File: src/pkg/dbcm_pkg.sv
// Purpose: Constants and types for the bus comparator match block
// Assumes: 32-bit Avalon-MM register port, byte addresses
// Notes:   All offsets, field positions and config register reset values live here
package dbcm_pkg;

    ////////////////////////////////////////////////////////////////////////
    // Register byte offsets
    localparam logic [9:0] OFF_DEBUG_CTRL = 10'h100;
    localparam logic [9:0] OFF_A_DVAL    = 10'h118;
    localparam logic [9:0] OFF_A_DMASK   = 10'h11C;
    localparam logic [9:0] OFF_B_CTRL    = 10'h120;
    localparam logic [9:0] OFF_B_ADDR    = 10'h124;

    ////////////////////////////////////////////////////////////////////////
    // Field positions of the comparator control bytes
    localparam int CTL_ON_BIT   = 0;
    localparam int CTL_DIRQ_BIT = 2;
    localparam int CTL_RW_BIT   = 3;
    localparam int CTL_OPC_BIT  = 5;
    localparam logic [7:0] CTL_WMASK = 8'h2D;  // Writable bits 5,3,2,0

    // Field positions of the debug control register
    localparam int ARM_BIT      = 0;
    localparam int RANGE_LSB    = 1;

    ////////////////////////////////////////////////////////////////////////
    // Reset values
    localparam logic [31:0] RST_DVAL  = 32'h0000_0000;
    localparam logic [31:0] RST_DMASK = 32'h0000_0000;
    localparam logic [7:0]  RST_BCTL  = 8'h00;
    localparam logic [23:0] RST_BADDR = 24'h00_0000;
    localparam logic [1:0]  RST_RANGE = 2'h0;

    ////////////////////////////////////////////////////////////////////////
    // Whole block state, registered as one word
    typedef struct packed {
        logic [31:0] dval;       // cmp_a_data_value
        logic [31:0] dmask;      // cmp_a_data_mask
        logic [7:0]  bctl;       // cmp_b_control
        logic [23:0] baddr;      // cmp_b_address
        logic        armed;
        logic [1:0]  range;      // ab_range_config
        logic        wreq;       // Avalon waitrequest
        logic [31:0] rdata;
        logic [1:0]  match;
        logic        range_hit;
    } dbcm_state_t;

    // Observed processor bus, bundled
    typedef struct packed {
        logic        valid;
        logic        read;
        logic [23:0] addr;
        logic [31:0] data;
        logic        opc_exec;
        logic [23:0] opc_addr;
    } dbcm_bus_t;

endpackage

File: src/hw/dbcm_top.sv
// Purpose: Breakpoint comparators A (data) and B (address) with regs
// Assumes: Observed bus and sequencer run on SYS_CLK, no synchroniser
// Notes:   Match outputs are one-cycle pulses, one cycle after the bus
//
// How it works
// - Data value, 32 bits, byte 0 is MSB
// - Data mask, 32 bits, byte 0 is MSB
// - Reads always; writes except the arm bit ignored while armed
// - Stored data bit must equal bus bit
// - Mask zero bit always matches
// - Mask rule applies to every data bit
// - B control bits 5,3,2,0; rest zero
// - Opcode select picks PC or data address
// - Direction bit: 0 write, 1 read
// - Direction value ignored if unqualified or opcode
// - Direction enable ignored in opcode mode
// - Opcode match ignores data and direction
// - B matches only while enabled
// - Range mode uses A control, not B
// - B holds 24-bit exact address
// - Arm bit arms; final state disarms
// - A,B drive match 0,1 outside range
// - Opcode match at execution stage entry
`timescale 1ns/1ns
module dbcm_top #(
    parameter int ADDR_W = 24,
    parameter int DATA_W = 32
) (
    // Clock and reset
    input  wire logic                   SYS_CLK,
    input  wire logic                   RESET,
    // Avalon-MM slave
    input  wire logic [9:0]             AVS_ADDRESS,
    input  wire logic                   AVS_READ,
    input  wire logic                   AVS_WRITE,
    input  wire logic [3:0]             AVS_BYTEENABLE,
    input  wire logic [31:0]            AVS_WRITEDATA,
    output logic      [31:0]            AVS_READDATA,
    output logic                        AVS_WAITREQUEST,
    // Observed processor bus and neighbours
    input  wire dbcm_pkg::dbcm_bus_t    CPU_BUS,
    input  wire logic [7:0]             CMP_A_CONTROL,
    input  wire logic                   SEQ_FINAL,
    // Results
    output logic [1:0]                  MATCH,
    output logic                        RANGE_B_HIT,
    output logic                        ARMED
);

    ////////////////////////////////////////////////////////////////////////
    // Widths are fixed by the register layout
    if (ADDR_W != 24 || DATA_W != 32) begin : g_bad_width
        $error("dbcm_top supports only ADDR_W=24 and DATA_W=32");
    end

    dbcm_pkg::dbcm_state_t s_r;
    dbcm_pkg::dbcm_state_t s_nxt;

    logic        acc;        // Access completes this cycle
    logic        wr_ok;      // Config write allowed
    logic [7:0]  ctl;        // Control byte in force
    logic        rng;
    logic        dir_ok;
    logic        a_hit;
    logic        b_hit;
    logic [31:0] a_diff;

    ////////////////////////////////////////////////////////////////////////
    // Byte lane k of a word register maps to bits 31-8k down
    function automatic logic [31:0] swap(input logic [31:0] v);
        swap = {v[7:0], v[15:8], v[23:16], v[31:24]};
    endfunction

    ////////////////////////////////////////////////////////////////////////
    // Next-state logic: bus slave, arming and comparators
    always_comb begin
        s_nxt  = s_r;
        acc    = (AVS_READ | AVS_WRITE) & ~s_r.wreq;
        wr_ok  = AVS_WRITE & acc & ~s_r.armed;
        rng    = (s_r.range != 2'h0);
        // Range mode hands B's qualifiers over to A's control byte
        ctl    = rng ? CMP_A_CONTROL : s_r.bctl;
        // Direction check only when qualified; rw bit else unused
        dir_ok = ~ctl[dbcm_pkg::CTL_DIRQ_BIT]
               | (CPU_BUS.read == ctl[dbcm_pkg::CTL_RW_BIT]);
        // Opcode path ignores data and direction entirely
        if (ctl[dbcm_pkg::CTL_OPC_BIT]) begin
            b_hit = CPU_BUS.opc_exec
                  & (CPU_BUS.opc_addr == s_r.baddr);
        end else begin
            b_hit = CPU_BUS.valid & dir_ok
                  & (CPU_BUS.addr == s_r.baddr);
        end
        b_hit  = b_hit & ctl[dbcm_pkg::CTL_ON_BIT];
        // Masked data compare; zero mask bits never fail
        a_diff = (CPU_BUS.data ^ s_r.dval) & s_r.dmask;
        a_hit  = CMP_A_CONTROL[dbcm_pkg::CTL_ON_BIT]
               & ~CMP_A_CONTROL[dbcm_pkg::CTL_OPC_BIT]
               & CPU_BUS.valid & (a_diff == 32'h0000_0000);
        s_nxt.match     = rng ? 2'b00 : {b_hit, a_hit};
        s_nxt.range_hit = rng & b_hit;

        // One wait state, then a single-cycle acknowledge
        s_nxt.wreq  = ~((AVS_READ | AVS_WRITE) & s_r.wreq);
        s_nxt.rdata = 32'h0000_0000;
        if (AVS_ADDRESS == dbcm_pkg::OFF_DEBUG_CTRL) begin
            s_nxt.rdata[dbcm_pkg::ARM_BIT] = s_r.armed;
            s_nxt.rdata[dbcm_pkg::RANGE_LSB +: 2] = s_r.range;
        end else if (AVS_ADDRESS == dbcm_pkg::OFF_A_DVAL) begin
            s_nxt.rdata = swap(s_r.dval);
        end else if (AVS_ADDRESS == dbcm_pkg::OFF_A_DMASK) begin
            s_nxt.rdata = swap(s_r.dmask);
        end else if (AVS_ADDRESS == dbcm_pkg::OFF_B_CTRL) begin
            s_nxt.rdata[7:0] = s_r.bctl;
        end else if (AVS_ADDRESS == dbcm_pkg::OFF_B_ADDR) begin
            s_nxt.rdata[23:0] = s_r.baddr;
        end

        // Writes, byte by byte
        for (int k = 0; k < 4; k++) begin
            if (wr_ok && AVS_BYTEENABLE[k]) begin
                if (AVS_ADDRESS == dbcm_pkg::OFF_A_DVAL) begin
                    s_nxt.dval[31-8*k -: 8] = AVS_WRITEDATA[8*k +: 8];
                end else if (AVS_ADDRESS == dbcm_pkg::OFF_A_DMASK) begin
                    s_nxt.dmask[31-8*k -: 8] = AVS_WRITEDATA[8*k +: 8];
                end else if (AVS_ADDRESS == dbcm_pkg::OFF_B_ADDR
                             && k < 3) begin
                    s_nxt.baddr[8*k +: 8] = AVS_WRITEDATA[8*k +: 8];
                end
            end
        end
        if (wr_ok && AVS_BYTEENABLE[0]
            && AVS_ADDRESS == dbcm_pkg::OFF_B_CTRL) begin
            s_nxt.bctl = AVS_WRITEDATA[7:0] & dbcm_pkg::CTL_WMASK;
        end
        if (wr_ok && AVS_BYTEENABLE[0]
            && AVS_ADDRESS == dbcm_pkg::OFF_DEBUG_CTRL) begin
            s_nxt.range = AVS_WRITEDATA[dbcm_pkg::RANGE_LSB +: 2];
        end

        // Arm bit stays writable while armed so software can stop
        if (AVS_WRITE && acc && AVS_BYTEENABLE[0]
            && AVS_ADDRESS == dbcm_pkg::OFF_DEBUG_CTRL) begin
            s_nxt.armed = AVS_WRITEDATA[dbcm_pkg::ARM_BIT];
        end
        // Final state wins over a simultaneous arm
        if (SEQ_FINAL) begin
            s_nxt.armed = 1'b0;
        end
    end

    ////////////////////////////////////////////////////////////////////////
    // State register
    always_ff @(posedge SYS_CLK) begin
        if (RESET) begin
            s_r           <= '0;
            s_r.dval      <= dbcm_pkg::RST_DVAL;
            s_r.dmask     <= dbcm_pkg::RST_DMASK;
            s_r.bctl      <= dbcm_pkg::RST_BCTL;
            s_r.baddr     <= dbcm_pkg::RST_BADDR;
            s_r.range     <= dbcm_pkg::RST_RANGE;
            s_r.wreq      <= 1'b1;
        end else begin
            s_r <= s_nxt;
        end
    end

    // Outputs straight from the state register
    assign AVS_READDATA    = s_r.rdata;
    assign AVS_WAITREQUEST = s_r.wreq;
    assign MATCH           = s_r.match;
    assign RANGE_B_HIT     = s_r.range_hit;
    assign ARMED           = s_r.armed;

    ////////////////////////////////////////////////////////////////////////
    // Checks

    // Armed write to data value leaves it unchanged
    property p_armed_hold;
        @(posedge SYS_CLK) disable iff (RESET)
        (s_r.armed && AVS_WRITE && !s_r.wreq && !SEQ_FINAL)
            |=> $stable(s_r.dval) && $stable(s_r.dmask)
                && $stable(s_r.bctl) && $stable(s_r.baddr);
    endproperty
    a_armed_hold: assert property (p_armed_hold)
        else $error("config changed while armed");

    // Lane 0 write lands in bits 31:24 of the data value
    property p_lane0;
        @(posedge SYS_CLK) disable iff (RESET)
        (!s_r.armed && AVS_WRITE && !s_r.wreq && AVS_BYTEENABLE == 4'h1
         && AVS_ADDRESS == dbcm_pkg::OFF_A_DVAL)
            |=> s_r.dval[31:24] == $past(AVS_WRITEDATA[7:0])
                && s_r.dval[23:0] == $past(s_r.dval[23:0]);
    endproperty
    a_lane0: assert property (p_lane0)
        else $error("data lane 0 not in top byte");

    // Mask lane 3 lands in bits 7:0
    property p_mask_lane3;
        @(posedge SYS_CLK) disable iff (RESET)
        (!s_r.armed && AVS_WRITE && !s_r.wreq && AVS_BYTEENABLE == 4'h8
         && AVS_ADDRESS == dbcm_pkg::OFF_A_DMASK)
            |=> s_r.dmask[7:0] == $past(AVS_WRITEDATA[31:24]);
    endproperty
    a_mask_lane3: assert property (p_mask_lane3)
        else $error("mask lane 3 not in low byte");

    // Unimplemented control bits never read back
    property p_bctl_zero;
        @(posedge SYS_CLK) disable iff (RESET)
        (s_r.bctl & ~dbcm_pkg::CTL_WMASK) == 8'h00;
    endproperty
    a_bctl_zero: assert property (p_bctl_zero)
        else $error("reserved control bits set");

    // Match A exactly when masked data agrees
    property p_match_a;
        @(posedge SYS_CLK) disable iff (RESET)
        (!rng && CPU_BUS.valid && CMP_A_CONTROL[0] && !CMP_A_CONTROL[5])
            |=> MATCH[0] == ((($past(CPU_BUS.data) ^ $past(s_r.dval))
                              & $past(s_r.dmask)) == 32'h0000_0000);
    endproperty
    a_match_a: assert property (p_match_a)
        else $error("comparator A data match wrong");

    // Disabled B, or range mode, never raises match 1
    property p_b_off;
        @(posedge SYS_CLK) disable iff (RESET)
        (!ctl[0] || rng) |=> !MATCH[1];
    endproperty
    a_b_off: assert property (p_b_off)
        else $error("match 1 while B inactive");

    // Qualified data match obeys the direction bit
    property p_dir;
        @(posedge SYS_CLK) disable iff (RESET)
        (!rng && s_r.bctl == 8'h05 && CPU_BUS.read) |=> !MATCH[1];
    endproperty
    a_dir: assert property (p_dir)
        else $error("write-only comparator hit a read");

    // Opcode mode hits on execution entry regardless of direction
    property p_opc;
        @(posedge SYS_CLK) disable iff (RESET)
        (!rng && ctl[0] && ctl[5] && CPU_BUS.opc_exec
         && CPU_BUS.opc_addr == s_r.baddr) |=> MATCH[1];
    endproperty
    a_opc: assert property (p_opc)
        else $error("opcode address match missed");

    // Final state drops the armed flag on the next edge
    property p_disarm;
        @(posedge SYS_CLK) disable iff (RESET)
        SEQ_FINAL |=> !ARMED;
    endproperty
    a_disarm: assert property (p_disarm)
        else $error("not disarmed after final state");

    // Every request is answered after exactly one wait cycle
    property p_wait;
        @(posedge SYS_CLK) disable iff (RESET)
        ((AVS_READ || AVS_WRITE) && s_r.wreq) |=> !AVS_WAITREQUEST
            ##1 AVS_WAITREQUEST;
    endproperty
    a_wait: assert property (p_wait)
        else $error("bus answer timing wrong");

    // Range mode keeps both direct match lines low
    property p_range_quiet;
        @(posedge SYS_CLK) disable iff (RESET)
        rng |=> MATCH == 2'b00;
    endproperty
    a_range_quiet: assert property (p_range_quiet)
        else $error("direct match raised in range mode");

    // Unqualified data match hits on either direction
    property p_rw_ignored;
        @(posedge SYS_CLK) disable iff (RESET)
        (!rng && s_r.bctl[0] && !s_r.bctl[5] && !s_r.bctl[2]
         && CPU_BUS.valid && CPU_BUS.addr == s_r.baddr) |=> MATCH[1];
    endproperty
    a_rw_ignored: assert property (p_rw_ignored)
        else $error("unqualified address match missed");

    // In range mode B is qualified by A's control byte
    property p_range_b;
        @(posedge SYS_CLK) disable iff (RESET)
        (rng && CMP_A_CONTROL[0] && !CMP_A_CONTROL[5] && CPU_BUS.valid
         && CPU_BUS.addr == s_r.baddr
         && (!CMP_A_CONTROL[2] || CPU_BUS.read == CMP_A_CONTROL[3]))
            |=> RANGE_B_HIT;
    endproperty
    a_range_b: assert property (p_range_b)
        else $error("range mode B hit missed");

    // A data access elsewhere never hits comparator B
    property p_addr_miss;
        @(posedge SYS_CLK) disable iff (RESET)
        (!rng && !s_r.bctl[5] && CPU_BUS.addr != s_r.baddr) |=> !MATCH[1];
    endproperty
    a_addr_miss: assert property (p_addr_miss)
        else $error("match 1 on a foreign address");

endmodule

File: config.mk
export PLATFORM = sky130hd
export DESIGN_NAME = dbcm_top
export DESIGN_NICKNAME = d
export VERILOG_FILES = /design/src/pkg/dbcm_pkg.sv /design/src/hw/dbcm_top.sv
export SDC_FILE = /design/constraint.sdc
export NUM_CORES = 1
export LEC_CHECK = 0
export ABC_AREA = 1
export BUFFER_PORTS_ARGS = -buffer_cell sky130_fd_sc_hd__buf_4
export CAP_MARGIN = 10
export CORE_UTILIZATION = 35
export DETAILED_ROUTE_END_ITERATION = 6
export PLACE_DENSITY = 0.68
export SLEW_MARGIN = 20
export SYNTH_ARGS = -nofsm -noshare
export SYNTH_HDL_FRONTEND = slang
export SYNTH_SLANG_ARGS = --single-unit
File: constraint.sdc
create_clock -name SYS_CLK -period 2.4 [get_ports SYS_CLK]
set_input_delay 0.36 -clock SYS_CLK [delete_from_list [all_inputs] [get_ports SYS_CLK]]
set_output_delay 0.36 -clock SYS_CLK [all_outputs]
set_load 0.05 [all_outputs]
==> impl_metrics.yaml, run 1 <==
cells_and_area:
  drive_above_1_share_pct: 21.1
  n_antenna_cell: 0
  utilization_pct: 45.3
  fin_nets: 1225
  fin_cells: 1329
  areaGrowthSynthToFinish_pct: 26.2
  fin_area_sq_um: 8500
worst_setup_path:
  cp_top_family: "simple AND/OR/NAND/NOR gates"
  endpoint_kind: "flip-flop"
  worstPathRequired_ps: 2730
  r2r-end: "s_r[85]"
  r2r_slack_ps: 680
  r2r_start: "AVS_WAITREQUEST"
  path_cells: "inv_1 > nand2_1 > nor2_1 > nand2_1 > inv_1 > nand2_1 > a211oi_1"
  cpPeakStageDelay_ps: 360
  crit_cells: 7
  cp-start-kind: "flip-flop"
  worst_path_most_repeated_cell: "nand2_1"
  rr_worst_depth: 7
  crit_slowest_cell: "nand2_1"
  crit_arrival_ps: 2050
  crit_fanout: 16
  crit_buf_inv: 2
  path_class: "flip-flop to flip-flop"
min_path:
  min_to: "ARMED"
  worstHoldPathType: "input pin to flip-flop"
  min_from: "SEQ_FINAL"
  hold-path-cell-count: 2
clock_tree:
  cts-root-buf: "clkbuf_16"
  cts_tree: "done"
  htree_levels: 4
  cts.sinks: 131
  cts_buffer_depth: 2
  cts_hold_buf: 0
  cts.clk_slew.worst_paths_ps: 50
  clk_latency_ps: 420
  cts-buffers-inserted: 17
  cts_resized: 0
  cts_setup_buffers: 0
synthesis:
  syn_nets: 1086
  netlist_instances: 944
  synth_mux_area_share_pct: 0
  synth.most_common_cell: "nor2_1"
  synth_top_family_by_area: "simple AND/OR/NAND/NOR gates"
  avgSynthCellArea_sq_um: 7.14
  ys_ff_latch: 131
  synth_edf_count: 0
  seq_area_frac_synth_pct: 38.9
  synth.distinct_cells: 33
  synth_area_leaders: "dfxtp_1 (39%), a211oi_1 (9.9%), nor2_1 (9.0%), inv_1 (8.9%), nand2_1 (7.6%)"
  ys_top_cells_by_count: "nor2_1 (161), inv_1 (160), nand2_1 (137)"
  async_flop_share_pct: 0
  synth_top_area_cell: "dfxtp_1"
  synthesis.area_sq_um: 6740
  synth_ff_type: "dfxtp_1"
  synthSimpleGateAreaFrac_pct: 21.4
  synth_xor_area_share_pct: 3.90
  synth_top_area_share_pct: 38.9
  synth_warnings: 0
  synth_compound_area_share_pct: 19.6
  synthAdderAreaFrac_pct: 0
job:
  drv_cap: 0
floorplanning:
  core_sq_um: 18800
  die_area_sq_um: 19800
  die_w_um: 141
  start_util_pct: 35.9
  rows: 50
  fp.dieH_um: 141
  pin_count: 179
timing:
  finClkSkew_ps: 6.94
  hold_violations: 0
  rsz0062_at_grt: "false"
  setup_tns_ps: 0
  drv_slew: 0
  finalSetupViolCount: 0
  fin_crit_ps: 1720
  maxClockFrequency_mhz: 581
  worst_pin_slew_ps: 566
  period_share_pct: 71.7
  slew-limit-headroom_pct: 62.2
global_routing:
  top_usage_layer: "met2"
  grt_util_met1_pct: 27.0
  grt_pass1_vias: 6096
  grt.total_usage_pct: 21.2
  grt_pass1_wl_mm: 31.9
  grt_max_degree: 40
  use_met2_pct: 34.8
  use_met3_pct: 5.91
  antenna_found_initial: 0
  grt.overflow.total: 0
drt:
  viasPerCell: 4.86
  drtIter0Drc: 418
  detail-route-antenna-nets: 0
  dr_total_vias: 6462
  routed_wirelength_mm: 20.6
  drt_pre_antenna_iters: 7
  post-route-drc-count: 0
  wl_per_cell_um: 15.5
placement:
  portBuffers: 174
  routabilityCongestion: 0.820
  dpl.cell_count: 1298
  placedInstanceArea_sq_um: 7950
  dp.final_hpwl_mm: 15.5
run_status:
  outcome: "completed"
power_and_ir_drop:
  ir_drop_mv: 0.497
  power_mw: 5.02
  p_leak_nw: 3.65
  p_per_area_nw_per_um2: 591
-- layer usage --
metal | vias to the layer above | part of all wire [%]
li1 | 3287 | -
met1 | 2901 | 44
met2 | 250 | 47
met3 | 24 | 8.2
met4 | 0 | 1.3
met5 | - | 0
-- how the worst max path moves through the flow --
stage,start,end,slack [ps]
floorplan,AVS_WAITREQUEST,s_r[116],800
global placement,AVS_ADDRESS[7],s_r[85],390
detailed placement,AVS_ADDRESS[7],s_r[106],330
CTS,AVS_WAITREQUEST,s_r[85],690
global route,s_r[37],MATCH[0],440
finish,AVS_WAITREQUEST,s_r[85],680
-- cells by family (layout without fill, tap and decap cells) --
| group | Yosys count | after routing |
|---|---|---|
| AND/OR/NAND/NOR | 347 | 347 |
| AO/OA/AOI/OAI | 207 | 207 |
| buffers and inverters | 229 | 380 |
| flip-flops | 131 | 131 |
| XOR/XNOR | 30 | 30 |
-- per-stage QoR --
step | hold slack [ps] | setup slack (ps)
after floorplan | 433 | 804
after global placement | 425 | 390
after detailed placement | 434 | 332
after CTS | 101 | 688
after global routing | 93.2 | 443
final | 108 | 678
-- power by group --
| part | leakage (nW) | switching (mW) | internal [mW] |
|---|---|---|---|
| Combinational | 2.33 | 0.190 | 0.196 |
| Clock | 0.267 | 0.933 | 1.53 |
| Sequential | 1.05 | 0.00119 | 2.18 |
-- layout make-up --
class	instances	area (sq um)
fillers	1912	10300
inverters	164	621
clock inverters	4	47.5
clock buffers	27	503
repair buffers	185	1390
well taps	234	293
flip-flops and latches	131	2620
multi-input cells	584	3020
-- flip-flops by register name, summed over array words and instances, names as in the netlist --
signal           count
s_r                 94
MATCH                2
RANGE_B_HIT          1
ARMED                1
AVS_READDATA        32
AVS_WAITREQUEST      1
-- placed cells by master (no fill, tap or decap), types with 3 or more instances in the layout --
cell type and n:
a211oi_1 89, nor2_4 4, xnor2_1 29, a21oi_1 29, o22ai_1 23, o2111ai_1 4
a21o_1 3, nand2_2 5, clkbuf_8 4, nand2_1 137, clkbuf_16 17, nand4_1 4
o21ai_0 53, buf_4 185, nor2_1 161, nor3_1 7, inv_1 160, clkbuf_1 6
o21ai_1 3, dfxtp_1 131, nor2_2 3, nand3_1 18
(Power assumes the default switching activity.)
==> inputs of run 2 (changes only) <==
==> constraint.sdc (replaced) <==
create_clock -name SYS_CLK -period 1.6 [get_ports SYS_CLK]
set_input_delay 0.24 -clock SYS_CLK [delete_from_list [all_inputs] [get_ports SYS_CLK]]
set_output_delay 0.24 -clock SYS_CLK [all_outputs]
set_load 0.05 [all_outputs]
==> run 2 against run 1 <==
Cell area up 2.5%; worst setup slack worse by 540 ps; maximum frequency rose by 17%; global-route usage barely moved; largest cell class unchanged; power up 44%; clock skew grew 1.5 ps; cell count rose by 1.7%; die area unchanged; sequential power increased by 50%; largest power group unchanged; utilization rose by 1.1 points; highest routed layer unchanged.
==> impl_metrics.yaml, run 2 (synthesis results as in run 1) <==
drt:
  detail-route-antenna-nets: 0
  routed_wirelength_mm: 20.4
  drtIter0Drc: 490
  wl_per_cell_um: 15.1
  viasPerCell: 4.77
  dr_total_vias: 6448
  drt_pre_antenna_iters: 6
  post-route-drc-count: 0
timing:
  maxClockFrequency_mhz: 682
  period_share_pct: 91.6
  worst_pin_slew_ps: 523
  drv_slew: 0
  holdWs_ps: 31.1
  finClkSkew_ps: 8.44
  hold_violations: 0
  slew-limit-headroom_pct: 65.0
  fin_crit_ps: 1470
  finalSetupViolCount: 0
cells_and_area:
  drive_above_1_share_pct: 23.4
  mostFrequentLayoutCell: "buf_4"
  register_area_sq_um: 2620
  fin_area_sq_um: 8710
  nFillCells: 1942
  areaGrowthSynthToFinish_pct: 29.4
  top_register: "s_r"
  fin_nets: 1249
  largest_reg_flops: 94
  multi_input_area_sq_um: 3040
  final_cell_mix: "buf_4 (203), inv_1 (160), nor2_1 (158), nand2_1 (137), dfxtp_1 (130)"
  utilization_pct: 46.4
worst_setup_path:
  r2r_start: "AVS_WAITREQUEST"
  endpoint_kind: "flip-flop"
  crit_slowest_cell: "a211oi_1"
  worstPathRequired_ps: 1910
  cp-start-kind: "flip-flop"
  path_cells: "inv_1 > nand2_1 > buf_4 > nor3_2 > buf_4 > nand2_2 > a211oi_1"
  r2r_slack_ps: 130
  crit_arrival_ps: 1780
  worst_path_most_repeated_cell: "buf_4"
  r2r-end: "s_r[131]"
  crit_fanout: 16
  crit_buf_inv: 3
  rr_worst_depth: 7
  cp_top_family: "buffers and inverters"
  path_class: "flip-flop to flip-flop"
  cpPeakStageDelay_ps: 330
clock_tree:
  clk_latency_ps: 420
  cts_tree: "done"
  htree_levels: 4
  cts.clk_slew.worst_paths_ps: 50
  cts.sinks: 131
  cts-buffers-inserted: 17
  cts-root-buf: "clkbuf_16"
  cts_buffer_depth: 2
  cts_setup_buffers: 0
power_and_ir_drop:
  p_per_area_nw_per_um2: 832
  power.internal_mw: 5.58
  p_leak_nw: 3.77
  combPwrFrac_pct: 8.3
  ir_drop_mv: 0.701
  switching_power_mw: 1.67
  power.share.clock_pct: 46.6
  seqPwrFrac_pct: 45.1
  swShare_pct: 23.1
floorplanning:
  pin_count: 179
  die_area_sq_um: 19800
  die_w_um: 141
  fp.dieH_um: 141
  rows: 50
  core_sq_um: 18800
  start_util_pct: 35.9
global_routing:
  grt_pass1_wl_mm: 31.8
  grt_pass1_vias: 6084
  antenna_found_initial: 1
  grt_max_degree: 92
  grt.total_usage_pct: 21.2
  grt.overflow.total: 0
placement:
  dp.final_hpwl_mm: 15.6
  placedInstanceArea_sq_um: 8180
  routabilityCongestion: 0.832
  portBuffers: 174
min_path:
  min_from: "AVS_READ"
  min_to: "AVS_WAITREQUEST"
  hold-path-cell-count: 2
  worstHoldPathType: "input pin to flip-flop"
job:
  drv_cap: 0
run_status:
  outcome: "completed"
run 2: cell types whose count changed in the layout (fill, tap and decap cells not counted), moves of 3 or more:
cell,previous run,this run
buf_12,0,5
buf_4,185,203
clkbuf_1,6,2
clkinv_2,2,6
nor2_1,161,158
nor2_2,3,6
run 2: power by group through the flow:
stage	logic, mW	clock network [mW]	registers [mW]
3_5_place_dp	0.597	0	3.34
3_3_place_gp	0.596	0	3.34
6_report	0.603	3.38	3.27
2_1_floorplan	0.181	0	3.35
5_1_grt	0.651	3.61	3.27
4_1_cts	0.602	3.45	3.27
run 2: stage by stage:
step / std cells / setup WS [ps] / setup TNS [ps] / power (mW)
after floorplan: 944 / 3.57 / 0 / 3.53
after global placement: 1321 / -94.4 / -4180 / 3.93
after detailed placement: 1321 / -162 / -5840 / 3.94
after CTS: 1350 / 16.0 / 0 / 7.32
after global routing: 1350 / -27.4 / -47.7 / 7.53
final: 1351 / 134 / 0 / 7.25
run 2: per-layer routing:
layer | share of wire, % | vias to the layer above | global-route usage (%)
met1 | 45 | 2869 | 27.4
met5 | 0 | - | 0
li1 | - | 3341 | -
met2 | 46 | 212 | 34.4
met4 | 2.1 | 0 | 7.84
met3 | 6.8 | 26 | 5.03
run 2: worst max-delay path by stage:
| stage | endpoint | start | cells past startpoint |
|---|---|---|---|
| 4_1_cts | MATCH[0] | s_r[37] | 7 |
| 2_1_floorplan | s_r[116] | AVS_WAITREQUEST | 9 |
| 5_1_grt | RANGE_B_HIT | s_r[52] | 10 |
| 3_3_place_gp | AVS_READDATA[31] | AVS_ADDRESS[9] | 7 |
| 3_5_place_dp | s_r[131] | AVS_ADDRESS[7] | 8 |
| 6_report | s_r[131] | AVS_WAITREQUEST | 7 |
run 2: layout make-up:
class / instances / share of cell area, %
multi-input combinational: 584 / 34.9
clock inverter: 7 / 0.431
sequential: 131 / 30.1
timing repair buffer: 209 / 18.8
clock buffer: 21 / 5.28
antenna: 1 / 0.0287
inverter: 164 / 7.12
tap: 234 / 3.36
run 2: timing repair:
item / CTS / global route
endpoints found under the setup margin: 0 / 3
hold buffers: 1 / 0
endpoints found under the hold margin: 1 / 0
resized for setup: 0 / 7
